## src/shared/pll_cfg_pkg.sv

```systemverilog
// Constants and types of the serial configuration register bank
package pll_cfg_pkg;
	localparam int ADDR_W   = 3;
	localparam int DATA_W   = 11;
	localparam int NUM_LOC  = 7;
	localparam int FRAME_W  = 15;
	localparam int CNT_W    = 4;
	localparam int FB_W     = 12;
	localparam int REF_W    = 10;
	localparam int SYNC_W   = 8;
	localparam int LOAD_W   = 3;
	localparam int SCALE_W  = 3;
	localparam int DIV4_W   = 2;

	localparam logic [CNT_W-1:0] LAST_BIT   = 4'hF;
	localparam logic [CNT_W-1:0] DATA_FIRST = 4'h4;

	// Locations
	localparam logic [ADDR_W-1:0] LOC_FB_DIV  = 3'h0;
	localparam logic [ADDR_W-1:0] LOC_LO_SYNC = 3'h1;
	localparam logic [ADDR_W-1:0] LOC_HI_SYNC = 3'h2;
	localparam logic [ADDR_W-1:0] LOC_REF     = 3'h3;
	localparam logic [ADDR_W-1:0] LOC_LOOP    = 3'h4;
	localparam logic [ADDR_W-1:0] LOC_FB_PH   = 3'h5;
	localparam logic [ADDR_W-1:0] LOC_OUT     = 3'h6;

	// Reset image, location 6 down to location 0
	localparam logic [NUM_LOC-1:0][DATA_W-1:0] RESET_IMAGE = {
		11'h047, 11'h5C1, 11'h5DC, 11'h013, 11'h006, 11'h003, 11'h04F
	};

	// Field positions
	localparam int B_REF_INV   = 10;
	localparam int B_OSC_GAIN  = 0;
	localparam int B_PD_GAIN   = 3;
	localparam int B_PD_EN     = 6;
	localparam int B_INTERNAL_FILTER_SELECT   = 7;
	localparam int B_INT_OSC   = 8;
	localparam int B_CLK_SEL   = 9;
	localparam int B_FB_INT    = 0;
	localparam int B_FB_INV    = 1;
	localparam int B_ADD       = 2;
	localparam int B_REMOVE    = 3;
	localparam int B_OUT_PS    = 4;
	localparam int B_FB_PS     = 6;
	localparam int B_FINE_DIR  = 8;
	localparam int B_FINE_EN   = 9;
	localparam int B_LOAD_CNT  = 0;
	localparam int B_OMUX      = 3;
	localparam int B_HOLD      = 7;
	localparam int B_TEST_EN   = 8;
	localparam int B_TEST_LVL  = 9;
	localparam int B_EXT_REF   = 10;

	typedef struct packed {
		logic sclk;
		logic serialSelectN;
		logic serialDataLine;
	} ser_pins_t;

	typedef struct packed {
		logic [2:0] oscillatorGainCode;
		logic [2:0] phaseDetectorGainCode;
		logic       internalFilterSelect;
		logic       internalOscillatorSelect;
		logic       fineEnable;
		logic       fineDirection;
		logic       externalReferenceBuffer;
	} analog_cfg_t;

	typedef enum logic [1:0] {ADJ_NONE, ADJ_ADD, ADJ_REMOVE} adjust_t;
	typedef enum {SER_IDLE, SER_SHIFT, SER_DRAIN} ser_state_t;
endpackage

```

## src/design/mod_counter.sv

```systemverilog
// Modulus counter with tick enable and programmable limit
`timescale 1ns/1ps
module mod_counter #(
	parameter int W = 12
) (
	// Clock and reset
	input  wire logic         clk,
	input  wire logic         rst,
	// Count control
	input  wire logic         tick,
	input  wire logic [W-1:0] limit,
	// Count state
	output logic      [W-1:0] count,
	output logic              wrap
);
	logic [W-1:0] count_q;

	assign wrap  = tick && (count_q >= limit);
	assign count = count_q;

	always_ff @(posedge clk or posedge rst) begin
		if (rst)
			count_q <= '0;
		else if (wrap)
			count_q <= '0;
		else if (tick)
			count_q <= count_q + W'(1);
	end
endmodule

```

## src/design/pll_serial_config_register_bank.sv

```systemverilog
// Serially loaded configuration bank with divider and output control logic
`timescale 1ns/1ps
// Contract
// - Every frame bit shifts least significant first
// - Flag, three location bits, eleven data bits
// - Location 0 feedback divide by value+1
// - Location 3 reference divide by value+1
// - Location 1 low sync count state
// - Location 2 high sync count state
// - Location 3 bit 10 inverts reference
// - Phase compare enable gates detector pulses
// - Internal filter and oscillator select bits
// - Bit 9 picks feedback divider clock
// - Feedback source select and external inversion
// - Bit 2 rise adds one cycle
// - Bit 3 rise removes one cycle
// - Removal lengthens one divider pass only
// - Output and feedback post-scaler fields
// - Fine phase enable and lead/lag
// - Auxiliary output source multiplexers
// - Load counter; hold forces clock outputs
// - Test mode drives clock outputs level
// - Reference buffer selects crystal or logic
// - Read is two frames, second drives data
// - Sixteen edges, last with select high
// - Hold release resumes on aux one rise
module pll_serial_config_register_bank (
	// Clock and reset
	input  wire logic                    clk,
	input  wire logic                    rst,
	// Serial programming pins
	input  wire pll_cfg_pkg::ser_pins_t  serialPins,
	output logic                         serialDataOut,
	output logic                         serialDataOe,
	// Reference and external feedback pins
	input  wire logic                    referencePin,
	input  wire logic                    externalFeedbackPin,
	// Analog loop controls
	output pll_cfg_pkg::analog_cfg_t     analogCfg,
	output logic                         phaseRefPulse,
	output logic                         phaseFbPulse,
	// Clock and auxiliary outputs
	output logic                         clkPos,
	output logic                         clkNeg,
	output logic [3:0]                   auxOut
);
	import pll_cfg_pkg::*;

	function automatic logic [SCALE_W-1:0] scaleMask(input logic [1:0] c);
		scaleMask = SCALE_W'(({SCALE_W{1'b1}} << c) ^ {SCALE_W{1'b1}});
	endfunction

	// Pin synchronisers
	logic [2:0] pinS1_q;
	logic [2:0] pinS2_q;
	logic [1:0] lnkS1_q;
	logic [1:0] lnkS2_q;
	logic       sclkPrev_q;
	logic       refPrev_q;
	logic       extPrev_q;

	always_ff @(posedge clk or posedge rst) begin
		if (rst) begin
			pinS1_q <= 3'h2;
			pinS2_q <= 3'h2;
			lnkS1_q <= 2'h0;
			lnkS2_q <= 2'h0;
		end else begin
			pinS1_q <= serialPins;
			pinS2_q <= pinS1_q;
			lnkS1_q <= {referencePin, externalFeedbackPin};
			lnkS2_q <= lnkS1_q;
		end
	end

	wire sclkS     = pinS2_q[2];
	wire selNS     = pinS2_q[1];
	wire dataS     = pinS2_q[0];
	wire sclkRise  = sclkS && !sclkPrev_q;

	// Serial frame engine
	ser_state_t               state_q;
	ser_state_t               state_d;
	logic [CNT_W-1:0]         bitCnt_q;
	logic [CNT_W-1:0]         bitCnt_d;
	logic [FRAME_W-1:0]       shift_q;
	logic                     readPending_q;
	logic [ADDR_W-1:0]        readAddr_q;
	logic [NUM_LOC-1:0][DATA_W-1:0] mem_q;

	wire                frameFull  = bitCnt_q == CNT_W'(FRAME_W);
	wire                loadEdge   = sclkRise && selNS && frameFull;
	wire                loadStrobe = (state_q == SER_SHIFT) && loadEdge;
	wire                loadRead   = shift_q[0];
	wire [ADDR_W-1:0]   loadAddr   = shift_q[ADDR_W:1];
	wire [DATA_W-1:0]   loadData   = shift_q[FRAME_W-1:ADDR_W+1];
	wire                writeHit   = loadStrobe && !loadRead &&
		(loadAddr < ADDR_W'(NUM_LOC));
	wire                readHit    = loadStrobe && loadRead;
	wire [DATA_W-1:0]   readData   = (readAddr_q < ADDR_W'(NUM_LOC)) ?
		mem_q[readAddr_q] : '0;
	wire [CNT_W-1:0]    outPos     = bitCnt_d - DATA_FIRST;
	wire                outBit     = (bitCnt_d >= DATA_FIRST) &&
		(outPos < CNT_W'(DATA_W)) && readData[outPos];

	always_comb begin
		state_d  = state_q;
		bitCnt_d = bitCnt_q;
		case (state_q)
			SER_IDLE: begin
				bitCnt_d = '0;
				if (!selNS)
					state_d = readPending_q ? SER_DRAIN : SER_SHIFT;
			end
			SER_SHIFT, SER_DRAIN: begin
				if (sclkRise) begin
					if (selNS || frameFull)
						state_d = SER_IDLE;
					else
						bitCnt_d = bitCnt_q + CNT_W'(1);
				end
			end
			default: state_d = SER_IDLE;
		endcase
	end

	always_ff @(posedge clk or posedge rst) begin
		if (rst) begin
			state_q    <= SER_IDLE;
			bitCnt_q   <= '0;
			shift_q    <= '0;
			sclkPrev_q <= 1'b0;
		end else begin
			state_q    <= state_d;
			bitCnt_q   <= bitCnt_d;
			sclkPrev_q <= sclkS;
			if (state_q == SER_SHIFT && sclkRise && !selNS && !frameFull)
				shift_q <= {dataS, shift_q[FRAME_W-1:1]};
		end
	end

	always_ff @(posedge clk or posedge rst) begin
		if (rst) begin
			readPending_q <= 1'b0;
			readAddr_q    <= '0;
			serialDataOut <= 1'b0;
			serialDataOe  <= 1'b0;
		end else begin
			if (readHit) begin
				readPending_q <= 1'b1;
				readAddr_q    <= loadAddr;
			end else if (state_q == SER_DRAIN && state_d == SER_IDLE)
				readPending_q <= 1'b0;
			serialDataOe  <= state_d == SER_DRAIN && !selNS;
			serialDataOut <= (state_d == SER_DRAIN) && outBit;
		end
	end

	// Configuration store, updated only on the load edge
	always_ff @(posedge clk or posedge rst) begin
		if (rst)
			mem_q <= RESET_IMAGE;
		else if (writeHit)
			mem_q[loadAddr] <= loadData;
	end

	// Field decode
	wire [DATA_W-1:0] fbValue   = mem_q[LOC_FB_DIV];
	wire [SYNC_W-1:0] loSync    = mem_q[LOC_LO_SYNC][SYNC_W-1:0];
	wire [SYNC_W-1:0] hiSync    = mem_q[LOC_HI_SYNC][SYNC_W-1:0];
	wire [REF_W-1:0]  refValue  = mem_q[LOC_REF][REF_W-1:0];
	wire              refInv    = mem_q[LOC_REF][B_REF_INV];
	wire              pdEnable  = mem_q[LOC_LOOP][B_PD_EN];
	wire              clkSel    = mem_q[LOC_LOOP][B_CLK_SEL];
	wire              fbInt     = mem_q[LOC_FB_PH][B_FB_INT];
	wire              fbInv     = mem_q[LOC_FB_PH][B_FB_INV];
	wire [1:0]        outPost   = mem_q[LOC_FB_PH][B_OUT_PS +: 2];
	wire [1:0]        fbPost    = mem_q[LOC_FB_PH][B_FB_PS +: 2];
	wire [LOAD_W-1:0] loadCnt   = mem_q[LOC_OUT][B_LOAD_CNT +: LOAD_W];
	wire [3:0]        omux      = mem_q[LOC_OUT][B_OMUX +: 4];
	wire              holdBit   = mem_q[LOC_OUT][B_HOLD];
	wire              testEn    = mem_q[LOC_OUT][B_TEST_EN];
	wire              testLevel = mem_q[LOC_OUT][B_TEST_LVL];

	always_comb begin
		analogCfg.oscillatorGainCode = mem_q[LOC_LOOP][B_OSC_GAIN +: 3];
		analogCfg.phaseDetectorGainCode = mem_q[LOC_LOOP][B_PD_GAIN +: 3];
		analogCfg.internalFilterSelect = mem_q[LOC_LOOP][B_INTERNAL_FILTER_SELECT];
		analogCfg.internalOscillatorSelect =
			mem_q[LOC_LOOP][B_INT_OSC];
		analogCfg.fineEnable = mem_q[LOC_FB_PH][B_FINE_EN];
		analogCfg.fineDirection = mem_q[LOC_FB_PH][B_FINE_DIR];
		analogCfg.externalReferenceBuffer =
			mem_q[LOC_OUT][B_EXT_REF];
	end

	// One-pass cycle add and remove requests
	wire addRise    = writeHit && loadAddr == LOC_FB_PH &&
		loadData[B_ADD] && !mem_q[LOC_FB_PH][B_ADD];
	wire removeRise = writeHit && loadAddr == LOC_FB_PH &&
		loadData[B_REMOVE] && !mem_q[LOC_FB_PH][B_REMOVE];
	adjust_t adjust_q;

	// Post-scalers and oscillator stand-in
	logic [SCALE_W-1:0] psCnt_q;
	logic [DIV4_W-1:0]  div4_q;
	wire outTick = (psCnt_q & scaleMask(outPost)) == '0;
	wire fbPsTick = (psCnt_q & scaleMask(fbPost)) == '0;
	wire fbTick = (clkSel ? outTick : 1'b1) && fbPsTick;

	// Feedback divider, one pass lengthened or shortened on request
	logic [FB_W-1:0] fbCount;
	logic            fbWrap;
	wire  [FB_W-1:0] fbBase  = FB_W'(fbValue);
	wire  [FB_W-1:0] fbLimit = (adjust_q == ADJ_REMOVE) ?
		fbBase + FB_W'(1) :
		(adjust_q == ADJ_ADD && fbBase != '0) ? fbBase - FB_W'(1) :
		fbBase;

	mod_counter #(.W(FB_W)) fbDivider (
		.clk   (clk),
		.rst   (rst),
		.tick  (fbTick),
		.limit (fbLimit),
		.count (fbCount),
		.wrap  (fbWrap)
	);

	always_ff @(posedge clk or posedge rst) begin
		if (rst)
			adjust_q <= ADJ_NONE;
		else if (removeRise)
			adjust_q <= ADJ_REMOVE;
		else if (addRise)
			adjust_q <= ADJ_ADD;
		else if (fbWrap && fbCount == fbLimit)
			adjust_q <= ADJ_NONE;
	end

	// Reference path with polarity and divider
	wire refLevel = lnkS2_q[1] ^ refInv;
	wire extLevel = lnkS2_q[0] ^ fbInv;
	wire refRise  = refLevel && !refPrev_q;
	wire extRise  = extLevel && !extPrev_q;
	logic [REF_W-1:0] refCount;
	logic             refWrap;

	mod_counter #(.W(REF_W)) refDivider (
		.clk   (clk),
		.rst   (rst),
		.tick  (refRise),
		.limit (refValue),
		.count (refCount),
		.wrap  (refWrap)
	);

	wire fbEvent  = fbInt ? fbWrap : extRise;
	wire loadHit  = fbCount == FB_W'(loadCnt);
	wire loHit    = fbCount == FB_W'(loSync);
	wire hiHit    = fbCount == FB_W'(hiSync);
	wire [3:0] div4 = {div4_q == 2'h3 || div4_q == 2'h0, div4_q[1],
		div4_q == 2'h1 || div4_q == 2'h2, !div4_q[1]};
	wire [3:0] auxD = {omux[3] ? div4[3] : hiHit, omux[2] ? div4[2] : loHit,
		omux[1] ? div4[1] : fbWrap, omux[0] ? div4[0] : loadHit};

	// Clock outputs with hold and test overrides
	logic holding_q;
	logic aux1Prev_q;
	wire  aux1Rise = auxOut[0] && !aux1Prev_q;
	wire  clkPosD  = testEn ? testLevel :
		holding_q ? 1'b1 :
		outTick ? !clkPos : clkPos;

	always_ff @(posedge clk or posedge rst) begin
		if (rst) begin
			refPrev_q     <= 1'b0;
			extPrev_q     <= 1'b0;
			psCnt_q       <= '0;
			div4_q        <= '0;
			auxOut        <= 4'h0;
			aux1Prev_q    <= 1'b0;
			phaseRefPulse <= 1'b0;
			phaseFbPulse  <= 1'b0;
		end else begin
			refPrev_q     <= refLevel;
			extPrev_q     <= extLevel;
			psCnt_q       <= psCnt_q + SCALE_W'(1);
			div4_q        <= div4_q + DIV4_W'(1);
			auxOut        <= auxD;
			aux1Prev_q    <= auxOut[0];
			phaseRefPulse <= pdEnable && refWrap;
			phaseFbPulse  <= pdEnable && fbEvent;
		end
	end

	always_ff @(posedge clk or posedge rst) begin
		if (rst) begin
			holding_q <= 1'b0;
			clkPos    <= 1'b0;
			clkNeg    <= 1'b1;
		end else begin
			if (holdBit)
				holding_q <= 1'b1;
			else if (aux1Rise)
				holding_q <= 1'b0;
			clkPos <= clkPosD;
			clkNeg <= !clkPosD;
		end
	end
endmodule

```

## config.mk

```make
export PLATFORM = sky130hd
export DESIGN_NAME = pll_serial_config_register_bank
export DESIGN_NICKNAME = d
export VERILOG_FILES = /design/src/shared/pll_cfg_pkg.sv /design/src/design/mod_counter.sv /design/src/design/pll_serial_config_register_bank.sv
export SDC_FILE = /design/constraint.sdc
export NUM_CORES = 1
export LEC_CHECK = 0
export BUFFER_PORTS_ARGS = -buffer_cell sky130_fd_sc_hd__buf_2
export CORE_MARGIN = 2
export CORE_UTILIZATION = 62
export CTS_CLUSTER_DIAMETER = 40
export DETAILED_ROUTE_END_ITERATION = 10
export GPL_TIMING_DRIVEN = 0
export PLACE_DENSITY = 0.84
export SLEW_MARGIN = 20
export SYNTH_ARGS = -nofsm -noshare
export SYNTH_HDL_FRONTEND = slang
export SYNTH_SLANG_ARGS = --single-unit
```

## constraint.sdc

```tcl
create_clock -name clk -period 6.8 [get_ports clk]
set_input_delay 1.36 -clock clk [delete_from_list [all_inputs] [get_ports clk]]
set_output_delay 1.36 -clock clk [all_outputs]
set_load 0.05 [all_outputs]
```

[Word-level counts from Yosys, hierarchy flattened]
Index checks and enable logic that the tools add are counted.
Storage, ports and cells
  logic and storage cells: 171
  output and inout bits: 21
  register bits after elaboration: 186
  input bits: 7
Cells by class
  reductions and logical operators: 58
  shift-type cells: 2
  $lt $le $gt $ge: 10
  $add $sub $neg: 8
  equal/unequal tests: 16
  bitwise gates (word level): 6
  muxes and demuxes: 38
Operator list (number)
  $mux W32: 3
  $bwmux W77: 1
  $eq A32 B2 Y1 const B: 2
  $eq A32 B3 Y1 const B: 2
  $logic_not A32 Y1: 2
  $pmux W32 S2: 1
  $mux W12: 4
  $bmux W11 S3: 1
  $demux W11 S3: 1
  $mux W11: 3
  $eq A32 B1 Y1 const B: 1
  $logic_and A1 B1 Y1: 31
  $eq A12 B8 Y1: 2
  $mux W10: 2
  $mux W1: 14
  $add A11 B1 Y12 const B: 1
  $add A12 B1 Y12 const B: 1
  $eq A12 B12 Y1: 1
  $eq A12 B3 Y1: 1
  $ge A12 B12 Y1: 1
  $logic_not A1 Y1: 12
  $reduce_bool A12 Y1: 1
  $sub A11 B1 Y12 const B: 1
  $add A10 B1 Y10 const B: 1
  other kinds (29): 48

[Logic depth before layout (Yosys ltp)]
  word-level depth: 12
  gate-level depth with buffers: 16
  depth with buffers taken out: 16

[Cells and area by module]
A second synthesis with hierarchy kept.
Second synthesis, totals
  cell total of the unflattened synthesis: 859
  area, all modules: 9728.1 µm²
Modules (own cells, without submodules)
  pll_serial_config_register_bank: cells an instance 660, area an instance 7945.1 µm², times used 1, seq. area each 4142.7 µm²
  mod_counter (fbDivider): cells an instance 109, area an instance 985.9 µm², times used 1, seq. area each 300.3 µm²
  mod_counter (refDivider): cells an instance 90, area an instance 797.0 µm², times used 1, seq. area each 250.2 µm²

[Worst setup path after synthesis]
Ideal clock, no wire load.
  path type: flip-flop to flip-flop
  start: reg mem_q, in the netlist fbValue[7]
  end: reg auxOut[1]
  stages on the path, launching flop included: 16
  path slack: 2831 ps
  buffers on the path: 1
  clock period less this slack: 3969 ps
  data arrival time: 3844 ps
  setup time: 125 ps
  path through: dfrtp_1 > clkbuf_1 > or4_1 > o311ai_1 > nand3_1 > o21ai_0 > a21oi_1 > ha_1 > nor2b_1 > o21a_1 > o21a_1 > o21a_1 > o21a_1 > o31ai_1 > a21oi_1 > mux2_2
On the way
  word-level cells in the longest chain between the ends: 7
  elaborated cells on any way between the ends: 9
  classes of those cells: add/sub: 2; order compare: 1; mux: 3; reduce/logical: 3
Ends and longest elaborated chain
  from (decl): RTL line pll_serial_config_register_bank.sv:89  | logic [NUM_LOC-1:0][DATA_W-1:0] mem_q;
  from (signal, indexed assignment): RTL line pll_serial_config_register_bank.sv:164  | mem_q[loadAddr] <= loadData;
  branches (longest 3 deep; another with $sub A11 B1 Y12)
  $mux W12 *: RTL line pll_serial_config_register_bank.sv:215  | wire [FB_W-1:0] fbLimit = (adjust_q == ADJ_REMOVE) ?
  $ge A12 B12 Y1 *: RTL line mod_counter.sv:18  | assign wrap = tick && (count_q >= limit);
  $logic_and A1 B1 Y1 *: RTL line mod_counter.sv:18
  $mux W1 *: RTL line pll_serial_config_register_bank.sv:264  | omux[1] ? div4[1] : fbWrap, omux[0] ? div4[0] : loadHit};
  net auxD[1]: RTL line pll_serial_config_register_bank.sv:263  | wire [3:0] auxD = {omux[3] ? div4[3] : hiHit, omux[2] ? div4[2] : loHit,
  to (signal assigned): RTL line pll_serial_config_register_bank.sv:289  | auxOut <= auxD;
  to (decl): RTL line pll_serial_config_register_bank.sv:45  | output logic [3:0] auxOut
Mark *: on every way through the listed nets, which the timed path passes.
A chain may end at the register's enable or synchronous reset.

[Final worst setup path]
Same ends and word-level chain as after synthesis.

==> flow_metrics.env <==
export IMPL_status="complete, no violations"
export IMPL_critPathMaxFanout=10
export IMPL_die_w_um=125.0
export IMPL_rsz0062_at_grt="no"
export IMPL_firstDrtPassIters=5
export IMPL_totalWireLength_um=20950
export IMPL_synth_top_cell_by_area="dfrtp_1"
export IMPL_grt_max_degree=68
export IMPL_placementRows=44
export IMPL_gr_total_overflow=0
export IMPL_synth_edf_count=0
export IMPL_slew_headroom=0.1945
export IMPL_path_clk_slew_ns=0.07
export IMPL_numClockSinks=186
export IMPL_portBuffers=27
export IMPL_synth_area_mm2=0.009084
export IMPL_worstSetupStartpointType="flip-flop"
export IMPL_clock_skew_ns=0.009576
export IMPL_io_pins=28
export IMPL_drc_errors=0
export IMPL_grt_first_pass_wirelength_um=34080
export IMPL_holdWs_ns=0.3504
export IMPL_clk_path_buf_depth=2
export IMPL_rr_endpoint="auxOut[1]"
export IMPL_cts_root_buf="clkbuf_16"
export IMPL_final_setup_tns_ns=0
export IMPL_grt_pass1_vias=6369
export IMPL_place_ws_ns=2.023
export IMPL_drive_gt1_frac=0.2412
export IMPL_dr_total_vias=6395
export IMPL_antenna_cells=0
export IMPL_fin_nets=878
export IMPL_min_path_type="flip-flop to flip-flop"
export IMPL_hold_violations=0
export IMPL_rr_startpoint="fbValue[7]"
export IMPL_yosysMostFrequentCell="dfrtp_1"
export IMPL_async_flop_share=1.000
export IMPL_p_per_area_mw_per_mm2=211.9
export IMPL_cts_tree="yes"
export IMPL_core_mm2=0.01442
export IMPL_synthCells=764
export IMPL_synth_distinct_cells=67
export IMPL_power_uw=2166
export IMPL_worstSetupStartpoint="fbValue[7]"
export IMPL_post_cts_resized=0
export IMPL_area_growth_pct=12.49
export IMPL_avgViaCountPerCell=6.161
export IMPL_wire_per_inst_um=20.18
export IMPL_postCtsSetupRepairBufs=0
export IMPL_antenna_found_initial=0
export IMPL_max_freq_mhz=202.0
export IMPL_whs_path_depth=0
export IMPL_die_y_um=125.0
export IMPL_holdPathEnd="pinS2_q[0]"
export IMPL_clk_latency_ns=0.44
export IMPL_fin_ws_ns=1.849
export IMPL_reg2reg_depth=14
export IMPL_gp_congestion=0.9099
export IMPL_crit_arrival_ns=5.28
export IMPL_synthFlopType="dfrtp_1"
export IMPL_slew_viol_final=0
export IMPL_maxCapViolCount=0
export IMPL_min_period_ns=4.951
export IMPL_ant_nets=0
export IMPL_r2r_slack_ns=1.85
export IMPL_setup_viol=0
export IMPL_endpoint_kind="flip-flop"
export IMPL_tightestPinTransition_ns=1.178
export IMPL_start_util=0.6298
export IMPL_worstPathRequired_ns=7.13
export IMPL_avgSynthCellArea_um2=11.89
export IMPL_fillers=960
export IMPL_period_share=0.7281
export IMPL_min_from="pinS1_q[0]"
export IMPL_drtIter0Drc=480
export IMPL_synth_seq_area_share=0.5167
export IMPL_hold_buffers=0
export IMPL_yosysWarnings=0
export IMPL_vdd_drop_max_uv=293.5
export IMPL_utilization=0.7084
export IMPL_place_hpwl_um=14670
export IMPL_worst_setup_path_type="flip-flop to flip-flop"
export IMPL_synth_seq_cells=186
export IMPL_cts_buffers=17
export IMPL_grt_usage=0.2804
export IMPL_yosys_top_cells_count="155 x dfrtp_1, 70 x mux2_2, 51 x nand2_1, 37 x xor2_1, 32 x nor2_1"
export IMPL_die_area_mm2=0.01564
export IMPL_synth_top_cell_area_share=0.4270
export IMPL_ys_top_cells_by_area="dfrtp_1 43%, dfstp_2 9.0%, mux2_2 8.7%"
export IMPL_p_leak_uw=0.004753
export IMPL_htreeDepth=4
## metal layers
| metal | GRT usage | share of wire | up-vias |
|---|---|---|---|
| li1 | - | - | 2865 |
| met1 | 0.3945 | 0.44 | 3228 |
| met2 | 0.4437 | 0.48 | 253 |
| met3 | 0.05178 | 0.059 | 49 |
| met4 | 0.09869 | 0.029 | 0 |
| met5 | 0 | 0 | - |
## cell type report
cell class | instances | area, um^2 | area share
multi-input combinational | 529 | 4139 | 0.4050
tap | 184 | 230.2 | 0.02253
inverter | 29 | 116.4 | 0.01139
clock buffer | 17 | 425.4 | 0.04163
clock inverter | 15 | 172.7 | 0.01690
buffer | 49 | 251.5 | 0.02461
timing repair buffer | 29 | 190.2 | 0.01861
sequential | 186 | 4693 | 0.4593
## kinds of logic after synthesis
group / after synthesis / synth area share
AND/OR/NAND/NOR: 205 / 0.1189
flip-flops: 186 / 0.5167
multiplexers: 120 / 0.1606
AO/OA/AOI/OAI: 94 / 0.07383
buffers and inverters: 78 / 0.03967
XOR/XNOR: 47 / 0.04532
adder cells (fa/ha/maj): 33 / 0.04463
other: 1 / 0.0004128
## layout by cell type, fill, tap and decap left out, types with 8 or more instances in the layout
cell and n:
nand2_1 51, nor4_1 18, dfstp_2 31, nand2b_1 8, conb_1 30, nand4_1 19, mux2_1 26, inv_1 27
nand3_1 24, nor3_1 13, nor2_1 32, xnor2_1 10, mux4_2 11, buf_2 33, xor2_1 37, clkbuf_16 17
ha_1 30, buf_4 12, a21oi_1 14, mux2_2 70, clkbuf_1 26, o21ai_0 23, mux2i_1 13, dfrtp_1 155
## sequential cells by signal, summed over array words and instances, names as in the netlist, 4 cells and up
signal,count
hiSync,8
shift_q,15
fbValue,11
state_q,32
mem_q,30
auxOut,4
analogCfg,11
refDivider.count,10
bitCnt_q,4
fbDivider.count,12
loSync,8
## where the power goes
| part | internal [uW] | switching (uW) | total (uW) |
|---|---|---|---|
| clock | 527 | 479 | 1010 |
| sequential | 1120 | 4.77 | 1120 |
| combinational | 7.02 | 28.1 | 35.1 |
## worst max-delay path by stage
stage / endpoint / slack (ns)
2_1_floorplan: adjust_q[0] / 0.43
3_3_place_gp: mem_q[70] / -1.11
3_5_place_dp: phaseFbPulse / 2.02
4_1_cts: phaseFbPulse / 1.92
5_1_grt: auxOut[1] / 1.61
6_report: auxOut[1] / 1.85
## critical path: stages, from the launching register on
cell and delay, ns:
dfrtp_1 0.38, clkbuf_1 0.25, or4_1 0.62, o311ai_1 0.56, nor4_1 0.17, nand2_1 0.13, o21ai_1 0.10, o21ai_0 0.13
xor2_1 0.22, ha_1 0.27, a21o_1 0.19, a21o_1 0.17, a211oi_1 0.77, a21oi_1 0.47, mux2_2 0.40
## metrics by stage
| step | instances | area (um^2) |
|---|---|---|
| final | 1038 | 10220 |
| after global routing | 1038 | 10220 |
| after CTS | 1038 | 10220 |
| after detailed placement | 1006 | 9620 |
| after global placement | 1004 | 9558 |
| after floorplan | 793 | 9193 |
Power figures use the tool's default switching activity.
